### src/verilog/rtpm_pkg.sv
`default_nettype none
package rtpm_pkg;
    // register byte addresses
    localparam logic [7:0]  CMD_OFF      = 8'h88;
    localparam logic [7:0]  PERF_OFF     = 8'h8C;
    localparam logic [7:0]  PM_OFF       = 8'h90;
    // command_config fields
    localparam int          AUTO_UNDERRUN_RECOVERY_BIT     = 0;
    localparam int          SOFTWARE_IRQ_BIT     = 1;
    localparam int          DRT_LSB      = 2;
    localparam int          RTE_BIT      = 4;
    localparam int          PAUSE_BIT    = 5;
    // bus_perf_counter fields
    localparam int          CLK_LSB      = 16;
    localparam int          CLK_W        = 16;
    localparam int          DW_LSB       = 0;
    localparam int          DW_W         = 8;
    // power_mgmt_ctrl_status fields
    localparam int          WAKE_EN_BIT  = 8;
    localparam int          SEL_LSB      = 9;
    localparam int          SCALE_LSB    = 13;
    localparam int          WAKE_ST_BIT  = 15;
    // receive threshold codes
    localparam logic [1:0]  THR_32       = 2'h0;
    localparam logic [1:0]  THR_64       = 2'h1;
    localparam logic [1:0]  THR_SF       = 2'h2;
    // reset values
    localparam logic [1:0]  DRT_RST      = 2'h1;
    localparam logic        RTE_RST      = 1'b0;
    localparam logic        SOFTWARE_IRQ_RST     = 1'b0;
    localparam logic        AUTO_UNDERRUN_RECOVERY_RST     = 1'b0;
    localparam logic        PAUSE_RST    = 1'b0;
    localparam logic        WAKE_EN_RST  = 1'b0;
    localparam logic [3:0]  DATA_SELECT_VAL     = 4'h0;
    localparam logic [1:0]  DATA_SCALE_VAL    = 2'h0;

    typedef enum logic [1:0] {
        ST_IDLE = 2'b01,
        ST_ANS  = 2'b10
    } rtpm_apb_e;
endpackage
`default_nettype wire

### src/verilog/rtpm_sat_acc.sv
`default_nettype none
module rtpm_sat_acc #(
    parameter int WIDTH = 16
) (
    // clock and reset
    input  wire logic             ref_clk,
    input  wire logic             reset_n,
    // control
    input  wire logic             inc,
    input  wire logic             clr,
    // state
    output logic [WIDTH-1:0]      count_reg
);
    logic [WIDTH-1:0] count_next;
    logic [WIDTH-1:0] base;

    if (WIDTH < 1 || WIDTH > 32)
    begin : g_chk
        $error("rtpm_sat_acc: WIDTH out of range");
    end

    // an event in the clearing cycle counts from zero, so it is not lost
    always_comb
    begin
        base       = clr ? '0 : count_reg;
        count_next = base;
        if (inc && (base != {WIDTH{1'b1}}))
        begin
            count_next = base + 1'b1;
        end
    end

    always_ff @(posedge ref_clk or negedge reset_n)
    begin
        if (!reset_n)
            count_reg <= '0;
        else
            count_reg <= count_next;
    end
endmodule
`default_nettype wire

### src/verilog/rtpm_wake_ctl.sv
`default_nettype none
module rtpm_wake_ctl (
    // clock and reset
    input  wire logic ref_clk,
    input  wire logic reset_n,
    // events and control
    input  wire logic wake_event,
    input  wire logic status_clr,
    input  wire logic sig_en,
    // state
    output logic      wake_status_reg,
    output logic      pme_oe_n_reg
);
    logic wake_status_next;
    logic pme_oe_n_next;

    always_comb
    begin
        // set wins over a simultaneous write-one clear
        wake_status_next = wake_event | (wake_status_reg & ~status_clr);
        pme_oe_n_next    = ~(wake_status_next & sig_en);
    end

    always_ff @(posedge ref_clk or negedge reset_n)
    begin
        if (!reset_n)
        begin
            wake_status_reg <= 1'b0;
            pme_oe_n_reg    <= 1'b1;
        end
        else
        begin
            wake_status_reg <= wake_status_next;
            pme_oe_n_reg    <= pme_oe_n_next;
        end
    end
endmodule
`default_nettype wire

### src/verilog/rtpm_regs.sv
// Design decision made here: the APB interface to the registers.
`default_nettype none
module rtpm_regs (
    // clock and reset
    input  wire logic                        ref_clk,
    input  wire logic                        reset_n,
    // apb slave
    input  wire logic                        psel,
    input  wire logic                        penable,
    input  wire logic                        pwrite,
    input  wire logic [7:0]                  paddr,
    input  wire logic [31:0]                 pwdata,
    output logic [31:0]                      prdata,
    output logic                             pready,
    output logic                             pslverr,
    // auto-negotiation
    input  wire logic                        an_done,
    input  wire logic                        an_pause,
    // bus activity
    input  wire logic                        rd_pending,
    input  wire logic                        dword_xfer,
    // wake and config mirror
    input  wire logic                        wake_event,
    input  wire logic                        cfg_pm_wr,
    input  wire logic [15:0]                 cfg_pm_wdata,
    output logic [15:0]                      cfg_pm_rdata,
    // pme pin, open drain
    input  wire logic                        pme_i,
    output logic                             pme_o,
    output logic                             pme_oe_n,
    // controls to the datapath
    output logic                             pause_en,
    output logic [1:0]                       rx_thresh_sel,
    output logic                             software_irq,
    output logic                             auto_underrun_recovery
);
    import rtpm_pkg::*;

    ////////////////////////////////////////////////////////////////////////
    rtpm_apb_e          state_reg;
    rtpm_apb_e          state_next;
    logic [31:0]        prdata_reg;
    logic [31:0]        prdata_next;
    logic               pslverr_reg;
    logic               pslverr_next;
    logic               access;
    logic               wr_fire;
    logic               capture;
    logic               cmd_wr;
    logic               pm_wr;
    logic               perf_clr;
    logic               mapped;

    function automatic logic hit(input logic [7:0] a, input logic [7:0] off);
        hit = (a == off);
    endfunction

    assign access   = psel && penable;
    assign capture  = access && (state_reg == ST_IDLE);
    assign wr_fire  = access && (state_reg == ST_ANS) && pwrite;
    assign cmd_wr   = wr_fire && hit(paddr, CMD_OFF);
    assign pm_wr    = wr_fire && hit(paddr, PM_OFF);
    assign mapped   = hit(paddr, CMD_OFF) || hit(paddr, PERF_OFF) || hit(paddr, PM_OFF);
    // cleared at the capture edge so no event between capture and answer is lost
    assign perf_clr = capture && !pwrite && hit(paddr, PERF_OFF);

    ////////////////////////////////////////////////////////////////////////
    logic               an_seen_reg;
    logic               an_seen_next;
    logic               an_cmpl_reg;
    logic               an_cmpl_next;
    logic               pause_reg;
    logic               pause_next;
    logic               rte_reg;
    logic               rte_next;
    logic [1:0]         drt_reg;
    logic [1:0]         drt_next;
    logic               software_irq_reg;
    logic               software_irq_next;
    logic               auto_underrun_recovery_reg;
    logic               auto_underrun_recovery_next;
    logic [1:0]         thr_reg;
    logic [1:0]         thr_next;
    logic               wake_en_reg;
    logic               wake_en_next;
    logic               an_rise;
    logic               wake_clr;
    logic [CLK_W-1:0]   clk_cnt;
    logic [DW_W-1:0]    dw_cnt;
    logic               wake_status;

    assign an_rise  = an_done && !an_seen_reg;
    // either location may clear the flag; both see one shared bit
    assign wake_clr = (pm_wr && pwdata[WAKE_ST_BIT]) ||
                      (cfg_pm_wr && cfg_pm_wdata[WAKE_ST_BIT]);

    always_comb
    begin
        state_next   = state_reg;
        prdata_next  = prdata_reg;
        pslverr_next = 1'b0;
        case (state_reg)
            ST_IDLE:
            begin
                if (access)
                begin
                    state_next   = ST_ANS;
                    pslverr_next = !mapped;
                    prdata_next  = 32'h0000_0000;
                    if (!pwrite)
                    begin
                        if (hit(paddr, CMD_OFF))
                            prdata_next = {26'h0, pause_reg, rte_reg, drt_reg, software_irq_reg, auto_underrun_recovery_reg};
                        else if (hit(paddr, PERF_OFF))
                            prdata_next = {clk_cnt, 8'h00, dw_cnt};
                        else if (hit(paddr, PM_OFF))
                            prdata_next = {16'h0000, wake_status, DATA_SCALE_VAL, DATA_SELECT_VAL,
                                           wake_en_reg, 8'h00};
                    end
                end
            end
            ST_ANS:
            begin
                state_next = ST_IDLE;
            end
            default:
            begin
                state_next = ST_IDLE;
            end
        endcase
    end

    always_comb
    begin
        an_seen_next = an_done;
        an_cmpl_next = an_cmpl_reg || an_done;
        pause_next   = pause_reg;
        rte_next     = rte_reg;
        drt_next     = drt_reg;
        software_irq_next    = software_irq_reg;
        auto_underrun_recovery_next    = auto_underrun_recovery_reg;
        wake_en_next = wake_en_reg;
        if (cmd_wr)
        begin
            rte_next  = pwdata[RTE_BIT];
            drt_next  = pwdata[DRT_LSB +: 2];
            software_irq_next = pwdata[SOFTWARE_IRQ_BIT];
            auto_underrun_recovery_next = pwdata[AUTO_UNDERRUN_RECOVERY_BIT];
            if (an_cmpl_reg)
                pause_next = pwdata[PAUSE_BIT];
        end
        if (an_rise)
            pause_next = an_pause;
        // scale and select bits of either write are dropped
        if (pm_wr)
            wake_en_next = pwdata[WAKE_EN_BIT];
        if (cfg_pm_wr)
            wake_en_next = cfg_pm_wdata[WAKE_EN_BIT];
        thr_next = rte_next ? drt_next : THR_64;
    end

    always_ff @(posedge ref_clk or negedge reset_n)
    begin
        if (!reset_n)
        begin
            state_reg   <= ST_IDLE;
            prdata_reg  <= 32'h0000_0000;
            pslverr_reg <= 1'b0;
            an_seen_reg <= 1'b0;
            an_cmpl_reg <= 1'b0;
            pause_reg   <= PAUSE_RST;
            rte_reg     <= RTE_RST;
            drt_reg     <= DRT_RST;
            software_irq_reg    <= SOFTWARE_IRQ_RST;
            auto_underrun_recovery_reg    <= AUTO_UNDERRUN_RECOVERY_RST;
            thr_reg     <= THR_64;
            wake_en_reg <= WAKE_EN_RST;
        end
        else
        begin
            state_reg   <= state_next;
            prdata_reg  <= prdata_next;
            pslverr_reg <= pslverr_next;
            an_seen_reg <= an_seen_next;
            an_cmpl_reg <= an_cmpl_next;
            pause_reg   <= pause_next;
            rte_reg     <= rte_next;
            drt_reg     <= drt_next;
            software_irq_reg    <= software_irq_next;
            auto_underrun_recovery_reg    <= auto_underrun_recovery_next;
            thr_reg     <= thr_next;
            wake_en_reg <= wake_en_next;
        end
    end

    ////////////////////////////////////////////////////////////////////////
    rtpm_sat_acc #(
        .WIDTH (CLK_W)
    ) u_lat_cnt (
        .ref_clk   (ref_clk),
        .reset_n   (reset_n),
        .inc       (rd_pending),
        .clr       (perf_clr),
        .count_reg (clk_cnt)
    );

    rtpm_sat_acc #(
        .WIDTH (DW_W)
    ) u_dw_cnt (
        .ref_clk   (ref_clk),
        .reset_n   (reset_n),
        .inc       (dword_xfer),
        .clr       (perf_clr),
        .count_reg (dw_cnt)
    );

    rtpm_wake_ctl u_wake (
        .ref_clk         (ref_clk),
        .reset_n         (reset_n),
        .wake_event      (wake_event),
        .status_clr      (wake_clr),
        .sig_en          (wake_en_next),
        .wake_status_reg (wake_status),
        .pme_oe_n_reg    (pme_oe_n)
    );

    ////////////////////////////////////////////////////////////////////////
    // pin input unused: the device only pulls the line low
    logic pme_unused;
    assign pme_unused             = pme_i;
    assign pme_o                  = 1'b0;
    assign prdata                 = prdata_reg;
    assign pready                 = state_reg[1]; // one-hot answer bit, straight from the flop
    assign pslverr                = pslverr_reg;
    assign pause_en               = pause_reg;
    assign rx_thresh_sel          = thr_reg;
    assign software_irq           = software_irq_reg;
    assign auto_underrun_recovery = auto_underrun_recovery_reg;
    assign cfg_pm_rdata           = {wake_status, DATA_SCALE_VAL, DATA_SELECT_VAL, wake_en_reg, 8'h00};
endmodule
`default_nettype wire

### config.mk
export PLATFORM = sky130hd
export DESIGN_NAME = rtpm_regs
export DESIGN_NICKNAME = d
export VERILOG_FILES = /design/src/verilog/rtpm_pkg.sv /design/src/verilog/rtpm_sat_acc.sv /design/src/verilog/rtpm_wake_ctl.sv /design/src/verilog/rtpm_regs.sv
export SDC_FILE = /design/constraint.sdc
export NUM_CORES = 1
export LEC_CHECK = 0
export BUFFER_PORTS_ARGS = -buffer_cell sky130_fd_sc_hd__buf_4
export CORE_UTILIZATION = 49
export CTS_CLUSTER_SIZE = 20
export DETAILED_ROUTE_END_ITERATION = 16
export GPL_TIMING_DRIVEN = 0
export HOLD_SLACK_MARGIN = 0.05
export PLACE_DENSITY = 0.81
export SYNTH_ARGS = -nofsm -noshare
export SYNTH_HDL_FRONTEND = slang
export SYNTH_HIERARCHICAL = 1
export SYNTH_SLANG_ARGS = --single-unit
### constraint.sdc
create_clock -name ref_clk -period 3.4 [get_ports ref_clk]
set_clock_uncertainty 0.05 [all_clocks]
set_input_delay 0.17 -clock ref_clk [delete_from_list [all_inputs] [get_ports ref_clk]]
set_output_delay 0.17 -clock ref_clk [all_outputs]
set_load 0.02 [all_outputs]
# Word level (Yosys, flattened, before mapping)
# Cells that the tools add are included.
[op_classes]
add_sub_neg = 2
multipliers = 0
n_div = 0
magnitude_cmp = 0
eq_ne = 8
shift = 0
n_mux = 20
n_bitwise = 5
n_reduce_logical = 24
[op_table]
columns = ["operator", "n"]
rows = [
  ["$mux 32", 3],
  ["$mux 16", 3],
  ["$eq 8x8->1 const B", 3],
  ["$add 16x1->16 const B", 1],
  ["$mux 8", 2],
  ["$ne 16x16->1 const B", 1],
  ["$logic_and 1x1->1", 13],
  ["$add 8x1->8 const B", 1],
  ["$mux 1", 8],
  ["$mux 2", 4],
  ["$ne 8x8->1 const B", 1],
  ["$logic_or 1x1->1", 4],
  ["$reduce_and 2->1", 2],
  ["$reduce_bool 2->1", 2],
  ["$logic_not 1->1", 3],
  ["$and 1x1->1", 2],
  ["$eq 2x1->1 const B", 1],
  ["$eq 2x2->1 const B", 1],
  ["$ne 2x2->1 const B", 1],
  ["$not 1->1", 2],
  ["$or 1x1->1", 1],
]
[totals]
ff_bits = 72
latch_bits = 0
ramBits = 0
romBits = 0
inputBits = 68
output_inout_bits = 57
elab_cells = 75
mem_count = 0

# Logic depth before layout (Yosys ltp)
[depth]
depth_word = 11
mapped_depth = 8
mapped_depth_nobuf = 7

# Hierarchy
# The synthesis kept the hierarchy.
[modules_own_cells]
columns = ["mod", "n_inst", "cells_each", "area_per_inst_um2", "seq_area_each_um2"]
rows = [
  ["rtpm_regs", 1, 156, 1868.0, 1004.7],
  ["rtpm_sat_acc (u_lat_cnt)", 1, 85, 923.4, 400.4],
  ["rtpm_sat_acc (u_dw_cnt)", 1, 41, 409.1, 200.2],
  ["rtpm_wake_ctl", 1, 5, 76.3, 51.3],
]

# Least setup slack after synthesis
# Ideal clock, no wire load.
[synth_timing]
path_type = "register to register"
start = "register state_reg[1]"
end = "register u_dw_cnt.count_reg[4]"
setup_time_ps = 130
arrival_ps = 2248
required_ps = 3220
slack_ps = 972
stages_incl_launch_ff = 8
period_less_slack_ps = 2428
path_cell_list = "dfrtp_1 nand4b_2 clkbuf_1 nor4_1 buf_2 and3b_1 a211oi_1 o21bai_1"
[synth_via]
elab_chain_cells = 8
word_cells_on_any_way = 9
[synth_lines]
columns = ["item", "line_no", "source"]
rows = [
  ["from (decl)", "rtpm_regs.sv:40", "rtpm_apb_e state_reg;"],
  ["from (signal assigned)", "rtpm_regs.sv:181", "state_reg <= state_next;"],
  ["$eq 2x1->1 *", "rtpm_regs.sv:59", "assign capture = access && (state_reg == ST_IDLE);"],
  ["$logic_and 1x1->1 *", "rtpm_regs.sv:59", ""],
  ["$logic_and 1x1->1 * (2 in series)", "rtpm_regs.sv:65", "assign perf_clr = capture && !pwrite && hit(paddr, PERF_OFF);"],
  ["via perf_clr", "rtpm_regs.sv:51", "logic perf_clr;"],
  ["$mux 8 *", "rtpm_sat_acc.sv:25", "base = clr ? '0 : count_reg;"],
  ["parallel branches: the longest is 2 deep, another holds $add 8x1->8", "-", ""],
  ["$mux 8 *", "rtpm_sat_acc.sv:27", "if (inc && (base != {WIDTH{1'b1}}))"],
  ["via u_dw_cnt.count_next[4]", "rtpm_sat_acc.sv:14", "logic [WIDTH-1:0] count_next;"],
  ["to (signal assigned)", "rtpm_sat_acc.sv:38", "count_reg <= count_next;"],
  ["to (decl)", "rtpm_sat_acc.sv:12", "output logic [WIDTH-1:0] count_reg"],
]
# Mark *: on every way through the listed nets, which the timed path passes.
# A chain may end at the register's enable or synchronous reset.

# Worst setup path after layout
[layout_timing]
start = "register state_reg[0]"
end = "register u_lat_cnt.count_reg[9]"
[layout_via]
elab_chain_cells = 8
word_cells_on_any_way = 9
[layout_lines]
columns = ["item", "line_no"]
rows = [
  ["$eq 2x1->1 *", "rtpm_regs.sv:59"],
  ["$logic_and 1x1->1 *", "rtpm_regs.sv:59"],
  ["$logic_and 1x1->1 * (2 in series)", "rtpm_regs.sv:65"],
  ["via perf_clr", "rtpm_regs.sv:51"],
  ["$mux 16 *", "rtpm_sat_acc.sv:25"],
  ["parallel branches: the longest is 2 deep, another holds $add 16x1->16", "-"],
  ["$mux 16 *", "rtpm_sat_acc.sv:27"],
  ["via u_lat_cnt.count_next[9]", "rtpm_sat_acc.sv:14"],
  ["to (signal assigned)", "rtpm_sat_acc.sv:38"],
  ["to (decl)", "rtpm_sat_acc.sv:12"],
]
# Marked as above.

==> summary.md <==
| Metric | Value |
|---|---|
| Initial antenna violation count | `0` |
| Reg-to-reg endpoint | `u_lat_cnt/count_reg[9]` |
| CTS tree | `yes` |
| Share of cells above drive strength 1 | `0.386` |
| Worst-path fanout max | `10` |
| Routed len/inst | `14.6 um` |
| Hold Fails Final Rpt | `0` |
| Clk root buf | `clkbuf_8` |
| Setup WS pre-CTS | `0.637 ns` |
| Final Worst Setup Slack | `0.639 ns` |
| Total power | `2.13 mW` |
| Worst slew margin | `0.323` |
| I/O Pins | `125` |
| Crit path time final | `2.76 ns` |
| Multi-input gate area | `1440 um^2` |
| Utilization after layout | `0.667` |
| Hold Path Sink | `wake_en_reg` |
| Commonest non-fill, non-tap cell in the layout | `buf_4` |
| RSZ-0062 raised after global routing | `no` |
| Peak supply drop | `0.293 mV` |
| Post-synth top flop | `dfrtp_1` |
| Ant diodes | `0` |
| Reg2reg setup slack | `0.64 ns` |
| Crit Path Class | `register to register` |
| Horiz. Die Dim | `83.8 um` |
| Hold_ws | `0.0549 ns` |
| Vias/cell | `5.40` |
| Critical R2R Launch | `state_reg[0]` |
| Vias | `2552` |
| Post-synth EDFFs | `0` |
| Setup TNS | `0 ns` |
| Maximum clock frequency | `362 MHz` |
| Layout area overhead | `30.0%` |
| Worst path required time | `3.61 ns` |
| Cell chain of the critical path | `nand4b_2, clkbuf_1, nor4_1, buf_6, nand4b_2, nor3_2, nor4b_2, mux2i_1` |
| Total CTS buffers | `9` |
| DP Wirelength | `4.92 mm` |
| Post-synthesis average cell area | `11.4 um^2` |
| I/O Buffers | `64` |
| Fillers | `499` |
| Fraction of registers with async set/reset | `1.00` |
| FF-to-FF path depth | `8` |
| Placed Cells | `448` |
| Max Slew Vio Count | `0` |
| Clock-pin slew on the worst setup and hold paths | `0.07 ns` |
| Crit path DAT | `2.97 ns` |
| Gate count after technology mapping | `287` |
| CP most frequent cell | `nand4b_2` |
| Cell taking the most area after synthesis | `dfrtp_1` |
| Post-CTS Resized | `0` |
| Delay-heaviest family, CP | `simple AND/OR/NAND/NOR gates` |
| CTS H-tree lvls | `3` |
| # Max-Cap Violations | `0` |
| CORE AREA | `6390 um^2` |
| Final setup vio count | `0` |
| Sink Count | `66` |
| Reg area | `1660 um^2` |
| Initial core utilization | `0.513` |
| Routability cong. | `0.759` |
| Slowest stage cell on the critical path | `dfstp_2` |
| Synth warn | `6` |
| Lkg Pwr | `2.16 nW` |
| Mapped Area | `3280 um^2` |
| Sequential fraction of the synthesis area | `0.506` |
| Top cell type's share of synthesized area | `0.473` |
| Vias in the first global route | `2448` |
| Hold Crit Depth | `2` |
| Hold WC Path Type | `input pin to register` |
| Non-Filler Instances | `473` |
| Overflow after GRT | `0` |
| Clk buf depth | `2` |
| Worst setup SP type | `register` |
| Most frequent cells in the layout | `87 x buf_4, 62 x dfrtp_1, 26 x nand2_1` |
| WP buf/inv | `2` |
| Outcome | `finished, final reports clean` |
| Routed wire length | `6.89 mm` |
| Hold path startpoint | `cfg_pm_wdata[8]` |
| DIE AREA | `7020 um^2` |
| Netlist cell types | `59` |
| Routed Antenna Nets | `0` |
| Placed inst area | `3930 um^2` |
| FF+latch count, synth | `66` |
| First-pass GRT wire length | `11.7 mm` |
| DRT Pass-1 Iters | `4` |
| Num rows | `29` |
| Period utilisation layout | `0.812` |
| Crit path capture type | `register` |
| GR Util All Layers | `0.210` |
| Post-Layout Inst Area | `4260 um^2` |
| Die Y | `83.8 um` |
| Least-Margin Pin Slew | `1.01 ns` |
| DRC Markers | `0` |
| CP peak stage delay | `0.54 ns` |
| Pwr Density | `499 nW/um^2` |
| Largest cells by area after synthesis | `dfrtp_1 47%, buf_4 5.3%, mux2i_1 3.4%` |
| Fin nets | `459` |
| Max FFs per register | `26` |
| Worst skew pair latency | `0.34 ns` |
| Largest net degree at the start of global routing | `67` |
| DR iter-0 viols | `116` |
==> worst reg2reg max path, delay by kind of cell (launching register included) <==
| kind | cells | cell delay [ns] |
|---|---|---|
| simple gates | 5 | 1.34 |
| buf+inv | 2 | 0.53 |
| mux | 1 | 0.22 |
| flops | 1 | 0.54 |
==> metal layers <==
layer / part of all wire / track usage
met3: 0.047 / 0.0495
met2: 0.50 / 0.340
met4: 0.016 / 0.0955
met5: 0 / 0
met1: 0.44 / 0.269
==> synthesized netlist by cell type (3+ instances only) <==
library cell	number
dfrtp_1	62
nand2_1	26
buf_4	23
a21oi_1	13
mux2i_1	11
o21ai_0	11
a22o_2	10
a22o_1	9
inv_1	9
a31oi_1	7
nor3_1	6
clkbuf_1	5
mux2_2	5
nor2_1	5
a211oi_1	4
and3_1	4
dfstp_2	4
nand2b_1	4
nand3_1	4
nor4_1	4
nand3b_1	3
nand4_1	3
nor2b_1	3
nor4_4	3
o31ai_1	3
==> worst max path at each step <==
stage,end,start,slack (ns),cells past startpoint
detailed placement,u_lat_cnt/count_reg[9],state_reg[0],0.64,8
CTS,u_lat_cnt/count_reg[9],state_reg[0],0.62,8
global placement,u_dw_cnt/count_reg[4],state_reg[0],0.69,7
global route,u_dw_cnt/count_reg[4],state_reg[0],0.39,7
finish,u_lat_cnt/count_reg[9],state_reg[0],0.64,8
floorplan,u_dw_cnt/count_reg[4],state_reg[1],0.97,7
==> area by class of cell <==
class	count	area share
flip-flops and latches	66	0.389
multi-input cells	200	0.338
repair buffers	73	0.134
plain buffers	32	0.0526
clock buffers	9	0.0291
clock inverters	7	0.0273
well taps	77	0.0226
inverters	9	0.00793
==> logic make-up after synthesis <==
group,count (synthesis),synth area share
multiplexers,16,0.0508
AND/OR/NAND/NOR,98,0.223
AO/OA/AOI/OAI,63,0.136
XOR/XNOR,2,0.00535
buffers and inverters,41,0.0787
other,1,0.00114
flip-flops,66,0.506
==> report_power, final <==
part           leakage [nW]  total (mW)  internal (mW)  switching (mW)
clock network         0.120       0.801          0.487           0.314
registers             0.853       0.990          0.869           0.121
logic                  1.19       0.336          0.160           0.177
total                  2.16        2.13           1.52           0.612
==> what timing repair did <==
action	CTS	global route
endpoints found under the hold margin	74	0
hold buffers	9	0
buffers inserted	0	0
Note: power is estimated with default switching activity, not from simulation.
